<file path="config.mk">
export PLATFORM = sky130hd
export DESIGN_NAME = slice_cmd_parser
export DESIGN_NICKNAME = d
export VERILOG_FILES = /design/src/core/bitplane_nibble.v /design/src/core/slice_cmd_parser.v
export VERILOG_INCLUDE_DIRS = /design/src /design/src/core
export SDC_FILE = /design/constraint.sdc
export NUM_CORES = 2
export LEC_CHECK = 0
export BUFFER_PORTS_ARGS = -buffer_cell sky130_fd_sc_hd__buf_2
export CAP_MARGIN = 30
export CORE_UTILIZATION = 55
export CTS_CLUSTER_DIAMETER = 80
export DETAILED_ROUTE_END_ITERATION = 7
export HOLD_SLACK_MARGIN = 0.08
export PLACE_DENSITY_LB_ADDON = 0.05
export RECOVER_POWER = 50
export SYNTH_ARGS = -nofsm -noshare
export SYNTH_HDL_FRONTEND = slang
export SYNTH_SLANG_ARGS = --single-unit
</file>
<file path="constraint.sdc">
create_clock -name CLK -period 65 [get_ports CLK]
set_input_delay 6.5 -clock CLK [delete_from_list [all_inputs] [get_ports CLK]]
set_output_delay 6.5 -clock CLK [all_outputs]
set_load 0.02 [all_outputs]
</file>
<file path="src/core/slice_cmd_defines.vh">
`ifndef SLICE_CMD_DEFINES_VH
`define SLICE_CMD_DEFINES_VH
// ==========================================
// command header fields
`define CMD_TYPE_PARALLEL   3'h3
`define CMD_PIPE_DECODE     2'h2
`define CMD_OPCODE_VC1      3'h5
`define SUBOP_BUF_BASE      8'h03
`define SUBOP_SLICE_OBJ     8'h08
`define LEN_BUF_BASE        16'h0044
`define LEN_SLICE_OBJ       16'h0004
// ==========================================
// apb register byte offsets
`define REG_CMD_DATA        12'h000
`define REG_STATUS          12'h004
`define REG_PIC_CTRL        12'h008
`define REG_MEDIA_BASE      12'h00c
`define REG_DATA_OFFSET     12'h010
`define REG_BP_MB_INDEX     12'h014
`define REG_BP_ADDR         12'h018
`define REG_BP_BYTE         12'h01c
`define REG_BP_FLAGS        12'h020
`define REG_SLICE_INFO      12'h024
`define REG_FETCH_ADDR      12'h028
`define REG_FETCH_LEN       12'h02c
`define REG_CTR_SEED        12'h030
`define REG_DMV_RD          12'h034
`define REG_DMV_WR          12'h038
`define REG_DATA_WR         12'h03c
`define REG_ROW_STORE       12'h040
`define REG_CMD_WR          12'h044
`define REG_DEBLOCK         12'h048
`define REG_BP_BASE         12'h04c
`define REG_MB_SLOT         12'h050
`define REG_XFORM_DW3       12'h054
// ==========================================
// picture types in pic ctrl bits 1:0
`define PIC_I               2'h0
`define PIC_P               2'h1
`define PIC_B               2'h2
`define MB_SLOT_BYTES_RST   32'h00000400
`endif

</file>
<file path="src/core/bitplane_nibble.v">
`timescale 1ns/1ps
// ==========================================
// decode one bitplane nibble per picture type
module bitplane_nibble (
  input  wire [3:0] NIB,
  input  wire [1:0] PIC_TYPE,
  output reg  [6:0] FLAGS
);
`include "slice_cmd_defines.vh"
  // flags: overlap, ac_prediction_plane, field_transform_plane, mvtype, skip, forward, direct
  always @* begin
    FLAGS = 7'h00;
    case (PIC_TYPE)
      `PIC_P: FLAGS = {3'h0, NIB[2], NIB[1], 2'h0};
      `PIC_B: FLAGS = {4'h0, NIB[1], NIB[2], NIB[0]};
      default: FLAGS = {NIB[2], NIB[1], NIB[0], 4'h0};
    endcase
  end
endmodule

</file>
<file path="src/core/slice_cmd_parser.v">
`timescale 1ns/1ps
module slice_cmd_parser (
  input  wire        CLK,
  input  wire        RST,
  input  wire        PSEL,
  input  wire        PENABLE,
  input  wire        PWRITE,
  input  wire [11:0] PADDR,
  input  wire [31:0] PWDATA,
  output reg  [31:0] PRDATA,
  output wire        PREADY,
  output reg         PSLVERR
);
`include "slice_cmd_defines.vh"
  // ==========================================
  // parser states
  localparam ST_HDR   = 4'b0001;
  localparam ST_BASE  = 4'b0010;
  localparam ST_SLICE = 4'b0100;
  localparam ST_SKIP  = 4'b1000;

  reg  [3:0]  state_q;
  reg  [15:0] left_q;
  reg  [3:0]  idx_q;
  reg  [31:0] bp_base_q;
  reg  [25:0] row_store_q;
  reg  [25:0] dmv_rd_q;
  reg  [25:0] cmd_wr_q;
  reg  [19:0] data_wr_q;
  reg  [25:0] deblock_q;
  reg  [25:0] dmv_wr_q;
  reg         base_valid_q;
  reg         encrypted_q;
  reg  [21:0] length_q;
  reg  [28:0] start_q;
  reg  [7:0]  first_row_q;
  reg  [2:0]  bit_off_q;
  reg  [7:0]  next_row_q;
  reg  [31:0] seed_q;
  reg         slice_ready_q;
  reg         hdr_err_q;
  reg         order_err_q;
  reg         mbz_err_q;
  reg  [7:0]  base_cnt_q;
  reg  [7:0]  slice_cnt_q;
  reg  [1:0]  pic_type_q;
  reg         raw_bp_q;
  reg  [6:0]  pitch_q;
  reg  [31:0] media_base_q;
  reg  [31:0] data_off_q;
  reg  [15:0] mb_index_q;
  reg  [7:0]  width_q;
  reg  [7:0]  bp_byte_q;
  reg  [31:0] slot_q;

  wire        wr_en = PSEL & PENABLE & PWRITE;
  wire        cmd_wr = wr_en & (PADDR == `REG_CMD_DATA);
  wire [31:0] d = PWDATA;

  // ==========================================
  // command header decode
  wire [2:0]  hdr_type = d[31:29];
  wire [1:0]  hdr_pipe = d[28:27];
  wire [2:0]  hdr_op   = d[26:24];
  wire [7:0]  hdr_sub  = d[23:16];
  wire [15:0] hdr_len  = d[15:0];
  // length must match exactly: a stretched command would desync the parser
  wire hdr_common = (hdr_type == `CMD_TYPE_PARALLEL) &&
                    (hdr_pipe == `CMD_PIPE_DECODE) &&
                    (hdr_op == `CMD_OPCODE_VC1);
  wire is_base  = hdr_common && (hdr_sub == `SUBOP_BUF_BASE) &&
                  (hdr_len == `LEN_BUF_BASE);
  wire is_slice = hdr_common && (hdr_sub == `SUBOP_SLICE_OBJ) &&
                  (hdr_len == `LEN_SLICE_OBJ);

  assign PREADY = 1'b1;

  // ==========================================
  // command stream parser
  always @(posedge CLK or posedge RST) begin
    if (RST) begin
      state_q       <= ST_HDR;
      left_q        <= 16'h0000;
      idx_q         <= 4'h0;
      bp_base_q     <= 32'h00000000;
      row_store_q   <= 26'h0000000;
      dmv_rd_q      <= 26'h0000000;
      cmd_wr_q      <= 26'h0000000;
      data_wr_q     <= 20'h00000;
      deblock_q     <= 26'h0000000;
      dmv_wr_q      <= 26'h0000000;
      base_valid_q  <= 1'b0;
      encrypted_q   <= 1'b0;
      length_q      <= 22'h000000;
      start_q       <= 29'h00000000;
      first_row_q   <= 8'h00;
      bit_off_q     <= 3'h0;
      next_row_q    <= 8'h00;
      seed_q        <= 32'h00000000;
      slice_ready_q <= 1'b0;
      hdr_err_q     <= 1'b0;
      order_err_q   <= 1'b0;
      mbz_err_q     <= 1'b0;
      base_cnt_q    <= 8'h00;
      slice_cnt_q   <= 8'h00;
    end else if (cmd_wr) begin
      case (state_q)
        ST_HDR: begin
          idx_q <= 4'h1;
          if (is_base) begin
            state_q      <= ST_BASE;
            left_q       <= `LEN_BUF_BASE + 16'h0001;
            base_valid_q <= 1'b0;
          end else if (is_slice) begin
            state_q       <= ST_SLICE;
            left_q        <= `LEN_SLICE_OBJ + 16'h0001;
            slice_ready_q <= 1'b0;
            if (!base_valid_q)
              order_err_q <= 1'b1;
          end else begin
            hdr_err_q <= 1'b1;
          end
        end
        ST_BASE: begin
          case (idx_q)
            4'h1: bp_base_q   <= d;
            4'h2: row_store_q <= d[31:6];
            4'h3: dmv_rd_q    <= d[31:6];
            4'h4: cmd_wr_q    <= d[31:6];
            4'h5: data_wr_q   <= d[31:12];
            4'h6: deblock_q   <= d[31:6];
            4'h7: dmv_wr_q    <= d[31:6];
            default: ;
          endcase
          if ((idx_q == 4'h1 && d[1:0] != 2'h0) ||
              (idx_q >= 4'h2 && idx_q <= 4'h7 && d[5:0] != 6'h00))
            mbz_err_q <= 1'b1;
          if (idx_q != 4'hf)
            idx_q <= idx_q + 4'h1;
          left_q <= left_q - 16'h0001;
          if (left_q == 16'h0001) begin
            state_q      <= ST_HDR;
            base_valid_q <= 1'b1;
            base_cnt_q   <= base_cnt_q + 8'h01;
          end
        end
        ST_SLICE: begin
          case (idx_q)
            4'h1: begin
              encrypted_q <= d[31];
              length_q    <= d[21:0];
              if (d[30:22] != 9'h000)
                mbz_err_q <= 1'b1;
            end
            4'h2: begin
              start_q <= d[28:0];
              if (d[31:29] != 3'h0)
                mbz_err_q <= 1'b1;
            end
            4'h3: begin
              first_row_q <= d[31:24];
              bit_off_q   <= d[2:0];
              if (d[23:3] != 21'h000000)
                mbz_err_q <= 1'b1;
            end
            4'h4: begin
              next_row_q <= d[31:24];
              if (d[23:0] != 24'h000000)
                mbz_err_q <= 1'b1;
            end
            4'h5: seed_q     <= d;
            default: ;
          endcase
          idx_q  <= idx_q + 4'h1;
          left_q <= left_q - 16'h0001;
          if (left_q == 16'h0001) begin
            state_q       <= ST_HDR;
            slice_ready_q <= 1'b1;
            slice_cnt_q   <= slice_cnt_q + 8'h01;
          end
        end
        ST_SKIP: state_q <= ST_HDR;
        default: state_q <= ST_HDR;
      endcase
    end else if (wr_en && PADDR == `REG_STATUS) begin
      // write one to clear error flags
      if (d[1]) hdr_err_q   <= 1'b0;
      if (d[2]) order_err_q <= 1'b0;
      if (d[3]) mbz_err_q   <= 1'b0;
    end
  end

  // ==========================================
  // software-written picture context
  always @(posedge CLK or posedge RST) begin
    if (RST) begin
      pic_type_q   <= `PIC_I;
      raw_bp_q     <= 1'b0;
      pitch_q      <= 7'h00;
      width_q      <= 8'h00;
      media_base_q <= 32'h00000000;
      data_off_q   <= 32'h00000000;
      mb_index_q   <= 16'h0000;
      slot_q       <= `MB_SLOT_BYTES_RST;
      bp_byte_q    <= 8'h00;
    end else if (wr_en) begin
      case (PADDR)
        `REG_PIC_CTRL: begin
          pic_type_q <= d[1:0];
          raw_bp_q   <= d[2];
          pitch_q    <= d[14:8];
          width_q    <= d[23:16];
        end
        `REG_MEDIA_BASE:  media_base_q <= d;
        `REG_DATA_OFFSET: data_off_q   <= d;
        `REG_BP_MB_INDEX: mb_index_q   <= d[15:0];
        `REG_MB_SLOT:     slot_q       <= d;
        `REG_BP_BYTE:     bp_byte_q    <= d[7:0];
        default: ;
      endcase
    end
  end

  // ==========================================
  // derived addresses
  wire        fetch_on  = (length_q != 22'h000000);
  wire [31:0] fetch_adr = fetch_on ?
                          media_base_q + {3'h0, start_q} :
                          32'h00000000;
  wire [31:0] data_adr  = {data_wr_q, 12'h000} + data_off_q;
  // dword 3 of generated commands excludes the data base
  wire [31:0] xform_dw3 = data_off_q;
  wire [31:0] slot_adr  = data_adr + slot_q * {16'h0000, mb_index_q};
  wire        dmv_rd_on = (pic_type_q == `PIC_B);
  wire        dmv_wr_on = (pic_type_q == `PIC_P);
  wire [31:0] seed_use  = encrypted_q ? seed_q : 32'h00000000;

  // bitplane location: row*pitch + column/2, full index width kept
  wire [15:0] div_w    = {8'h00, width_q};
  wire [15:0] col_full = (width_q == 8'h00) ? 16'h0000 :
                         mb_index_q % div_w;
  wire [15:0] row_full = (width_q == 8'h00) ? 16'h0000 :
                         mb_index_q / div_w;
  wire [7:0]  mb_col   = col_full[7:0];
  wire [7:0]  pitch_p1 = {1'b0, pitch_q} + 8'h01;
  wire [23:0] row_off  = row_full * {16'h0000, pitch_p1};
  wire [31:0] bp_adr   = bp_base_q + {8'h00, row_off} +
                         {25'h0000000, mb_col[7:1]};
  // odd column takes high nibble
  wire [3:0]  nib      = mb_col[0] ? bp_byte_q[7:4] :
                         bp_byte_q[3:0];
  wire [6:0]  flags;

  bitplane_nibble u_nibble (
    .NIB      (nib),
    .PIC_TYPE (pic_type_q),
    .FLAGS    (flags)
  );

  // raw bitplanes come from the bitstream, buffer unused
  wire [6:0] flags_use = raw_bp_q ? 7'h00 : flags;

  // ==========================================
  // apb read mux
  reg  [31:0] rdata_d;
  reg         slverr_d;

  always @* begin
    rdata_d  = 32'h00000000;
    slverr_d = 1'b0;
    case (PADDR)
      `REG_CMD_DATA:    rdata_d = 32'h00000000;
      `REG_STATUS:      rdata_d = {8'h00, slice_cnt_q, base_cnt_q,
                                   state_q, mbz_err_q, order_err_q,
                                   hdr_err_q, slice_ready_q};
      `REG_PIC_CTRL:    rdata_d = {8'h00, width_q, 1'b0, pitch_q,
                                   5'h00, raw_bp_q, pic_type_q};
      `REG_MEDIA_BASE:  rdata_d = media_base_q;
      `REG_DATA_OFFSET: rdata_d = data_off_q;
      `REG_BP_MB_INDEX: rdata_d = {16'h0000, mb_index_q};
      `REG_BP_ADDR:     rdata_d = bp_adr;
      `REG_BP_BYTE:     rdata_d = {24'h000000, bp_byte_q};
      `REG_BP_FLAGS:    rdata_d = {25'h0000000, flags_use};
      `REG_SLICE_INFO:  rdata_d = {first_row_q, next_row_q, 4'h0,
                                   bit_off_q, encrypted_q, 6'h00,
                                   fetch_on, 1'b0};
      `REG_FETCH_ADDR:  rdata_d = fetch_adr;
      `REG_FETCH_LEN:   rdata_d = {10'h000, length_q};
      `REG_CTR_SEED:    rdata_d = seed_use;
      `REG_DMV_RD:      rdata_d = dmv_rd_on ? {dmv_rd_q, 6'h00} : 32'h0;
      `REG_DMV_WR:      rdata_d = dmv_wr_on ? {dmv_wr_q, 6'h00} : 32'h0;
      `REG_DATA_WR:     rdata_d = data_adr;
      `REG_ROW_STORE:   rdata_d = {row_store_q, 6'h00};
      `REG_CMD_WR:      rdata_d = {cmd_wr_q, 6'h00};
      `REG_DEBLOCK:     rdata_d = {deblock_q, 6'h00};
      `REG_BP_BASE:     rdata_d = bp_base_q;
      `REG_MB_SLOT:     rdata_d = slot_adr;
      `REG_XFORM_DW3:   rdata_d = xform_dw3;
      default:          slverr_d = 1'b1;
    endcase
  end

  // ==========================================
  // read data captured at setup so it stands through the access phase
  always @(posedge CLK or posedge RST) begin
    if (RST) begin
      PRDATA  <= 32'h00000000;
      PSLVERR <= 1'b0;
    end else if (PSEL && !PENABLE && !PWRITE) begin
      PRDATA  <= rdata_d;
      PSLVERR <= slverr_d;
    end else if (PSEL && !PENABLE) begin
      PSLVERR <= 1'b0;
    end
  end
endmodule

</file>
==> impl_metrics.py <==
metrics = {
    "sta": {
        "setup_ws_ns": 25.41,
        "min_period_ns": 39.59,
        "setup_violations": 0,
        "worst-slew-pin-transition_ns": 8.19,
        "finalCritPeriodShare_pct": 60.9,
        "maxSlewViolCount": 522,
        "max_freq_mhz": 25.3,
        "hold_viol": 0,
        "rsz0062_at_grt": "false",
        "tns_ns": 0,
        "fin_skew_ns": 0.0556,
        "relSlewSlack_pct": -446,
        "hold_slack_ns": 0.474,
    },
    "clock_tree": {
        "root_buffer": "clkbuf_16",
        "htree_levels": 2,
        "cts_tree": "built",
        "postCtsSetupBuffers": 0,
        "cts_resized": 0,
        "clkSinkCount": 500,
        "clock_latency_ns": 0.65,
        "hold_buffers": 0,
        "cts_buffer_depth": 3,
        "numCtsBuffers": 55,
        "clk_pin_slew_worst_paths_ns": 0.06,
    },
    "yosys": {
        "synth_top_cell_by_area": "dfrtp_1",
        "yosys-top-cells-count": "inv_1 (584), nand2_1 (540), dfrtp_1 (498), fa_1 (447), mux2_2 (440)",
        "synthTopCellsByArea": "dfrtp_1 (26%), fa_1 (19%), mux2_2 (10%)",
        "yosysSeqAreaShare_pct": 26.5,
        "synth_fp_nets": 5670,
        "ys_async_sr_fraction_pct": 100,
        "dominantRegCellSynth": "dfrtp_1",
        "synth_top_area_share_pct": 26.4,
        "synth-edff-count": 0,
        "synth_cells": 4871,
        "avgSynthCellArea_um2": 9.69,
        "ys_types": 101,
        "syn_area_mm2": 0.0472,
        "yosysWarnings": 0,
        "ys_seq_elements": 500,
        "yosysMostFrequentCell": "inv_1",
    },
    "critical_path": {
        "criticalPathCategory": "flop to flop",
        "crit_arrival_ns": 40.10,
        "crit_buf_inv": 6,
        "reg2reg_depth": 164,
        "cp-startpoint": "width_q[5]$_DFFE_PP0P_",
        "r2r-start": "width_q[5]$_DFFE_PP0P_",
        "crit_family": "compound AO/OA/AOI/OAI gates",
        "cp.required_ns": 65.51,
        "path_max_fanout": 18,
        "worst_setup_path_start_kind": "flop",
        "worstSetupEndpointType": "flop",
        "cp.depth": 164,
        "path_common_cell": "o21a_1",
        "slowest_delay_ns": 0.76,
        "cp_slowest_cell": "a2111oi_1",
    },
    "global_routing": {
        "grtUsageTotal_pct": 37.0,
        "grt_max_degree": 158,
        "grt_pass1_wl_um": 239000,
        "grt_pass1_vias": 37300,
        "overflow": 0,
        "antenna_found_initial": 6,
    },
    "placed_design": {
        "preCtsSetupSlack_ns": 26.03,
        "gp_congestion": 0.956,
        "port_buffers": 81,
        "hpwl_um": 115000,
    },
    "cells_and_area": {
        "drive_gt1_share_pct": 14.6,
        "syn_to_final_growth_pct": 7.27,
        "fillCellCount": 7447,
        "nets": 5632,
    },
    "drt": {
        "avgViaCountPerCell": 6.24,
        "wl_um": 156000,
        "first_iter_violations": 3583,
        "wl_per_cell_um": 26.0,
        "ant_nets": 0,
        "vias": 37600,
        "drc": 0,
        "first_pass_iters": 8,
    },
    "floorplanning": {
        "initial_utilization_pct": 55.5,
        "chipWidth_um": 295,
        "dieArea_mm2": 0.0870,
        "io_pins": 83,
        "die_h_um": 295,
        "coreArea_mm2": 0.0850,
        "fp-row-count": 107,
    },
    "worst_hold_path": {
        "hp-class": "flop to flop",
        "hold_path_depth": 2,
        "hp-start": "PRDATA[19]$_DFFE_PP0P_",
    },
    "power": {
        "ir_drop_mv": 0.0246,
        "p_leak_nw": 25.4,
        "powerDensity_mw_per_mm2": 13.6,
    },
    "run_status": {
        "status": "finished, violations left",
        "violations": "capacitance limit, slew limit",
    },
    "flow_run": {
        "maxCapViolations": 8,
    },
}
[where the power goes]
part / total [W] / internal, W / switching (W) / leakage, nW
registers: 0.000315 / 0.000313 / 0.00000153 / 6.87
clock network: 0.000340 / 0.000201 / 0.000139 / 0.956
logic: 0.0000317 / 0.00000664 / 0.0000250 / 17.5
[sequential cells by signal, indices dropped and copies added (netlist names), 29 cells and up]
signal	cells
slot_q	32
seed_q	32
bp_base_q	32
data_off_q	32
PRDATA	32
start_q	29
media_base_q	32
[path summary, 6_finish.rpt]
| kind | end | slack [ns] |
|---|---|---|
| max in group asynchronous | start_q[16]$_DFFE_PP0P_ | 47.08 |
| min in group asynchronous | media_base_q[0]$_DFFE_PP0P_ | 7.09 |
| setup reg to reg | PRDATA[31]$_DFFE_PP0P_ | 25.41 |
| hold / removal | PRDATA[19]$_DFFE_PP0P_ | 0.47 |
| setup / recovery | PRDATA[31]$_DFFE_PP0P_ | 25.41 |
| hold reg to reg | PRDATA[19]$_DFFE_PP0P_ | 0.47 |
[tightest hold or removal path, delay by kind of cell (launching register included)]
family	cells	cell delay, ns
DFF	1	0.35
and+or+nand+nor	2	0.10
[metal layers]
layer	vias up	track usage (%)	wire (um)
met5	-	0	13
met4	2	12.9	6090
met3	304	7.16	14600
met2	1697	55.4	68300
met1	19100	53.4	67600
li1	16500	-	-
[layout by cell type, fill, tap and decap left out, types with 51 or more instances in the layout]
cell	synthesis	routed
inv_1	584	583
nand2_1	540	539
dfrtp_1	498	498
fa_1	447	447
mux2_2	440	440
ha_1	303	303
nor2_1	244	233
a21oi_1	155	155
o21ai_0	154	154
xnor2_1	130	130
and2_1	123	123
nand3_1	84	79
nor3_1	83	77
buf_4	2	64
a22oi_1	62	62
a221oi_1	58	58
clkbuf_16	0	56
xor2_1	54	54
clkbuf_1	228	54
or3_1	51	51
[logic make-up (layout without fill, tap and decap cells)]
family,after synthesis,count (layout),synth area share (%)
fa+ha+maj,750,750,27.0
buf+inv,833,838,6.69
flops,500,500,26.5
compound gates,808,808,12.0
other cells,1,2,0.00795
simple gates,1334,1334,13.3
xor+xnor,185,185,3.46
mux,460,460,11.0
[per-stage QoR]
step,instances,utilization (%),power (W),cell area [um2]
5_1_grt,6020,59.5,0.000704,50600
6_report,6021,59.5,0.000686,50600
4_1_cts,6019,59.7,0.000689,50700
2_1_floorplan,4871,-,0.000337,47200
3_5_place_dp,5919,57.3,0.000352,48800
3_3_place_gp,5918,57.3,0.000352,48700
[cell type report]
class | instances | area (um2) | area share, %
multi-input combinational | 3538 | 31600 | 62.5
sequential | 500 | 12500 | 24.7
inverter | 584 | 2190 | 4.33
clock buffer | 80 | 1610 | 3.18
tap | 1144 | 1430 | 2.83
timing repair buffer | 154 | 901 | 1.78
clock inverter | 20 | 352 | 0.695
antenna | 1 | 2.50 | 0.00494
Note: power is estimated with default switching activity, not from simulation.
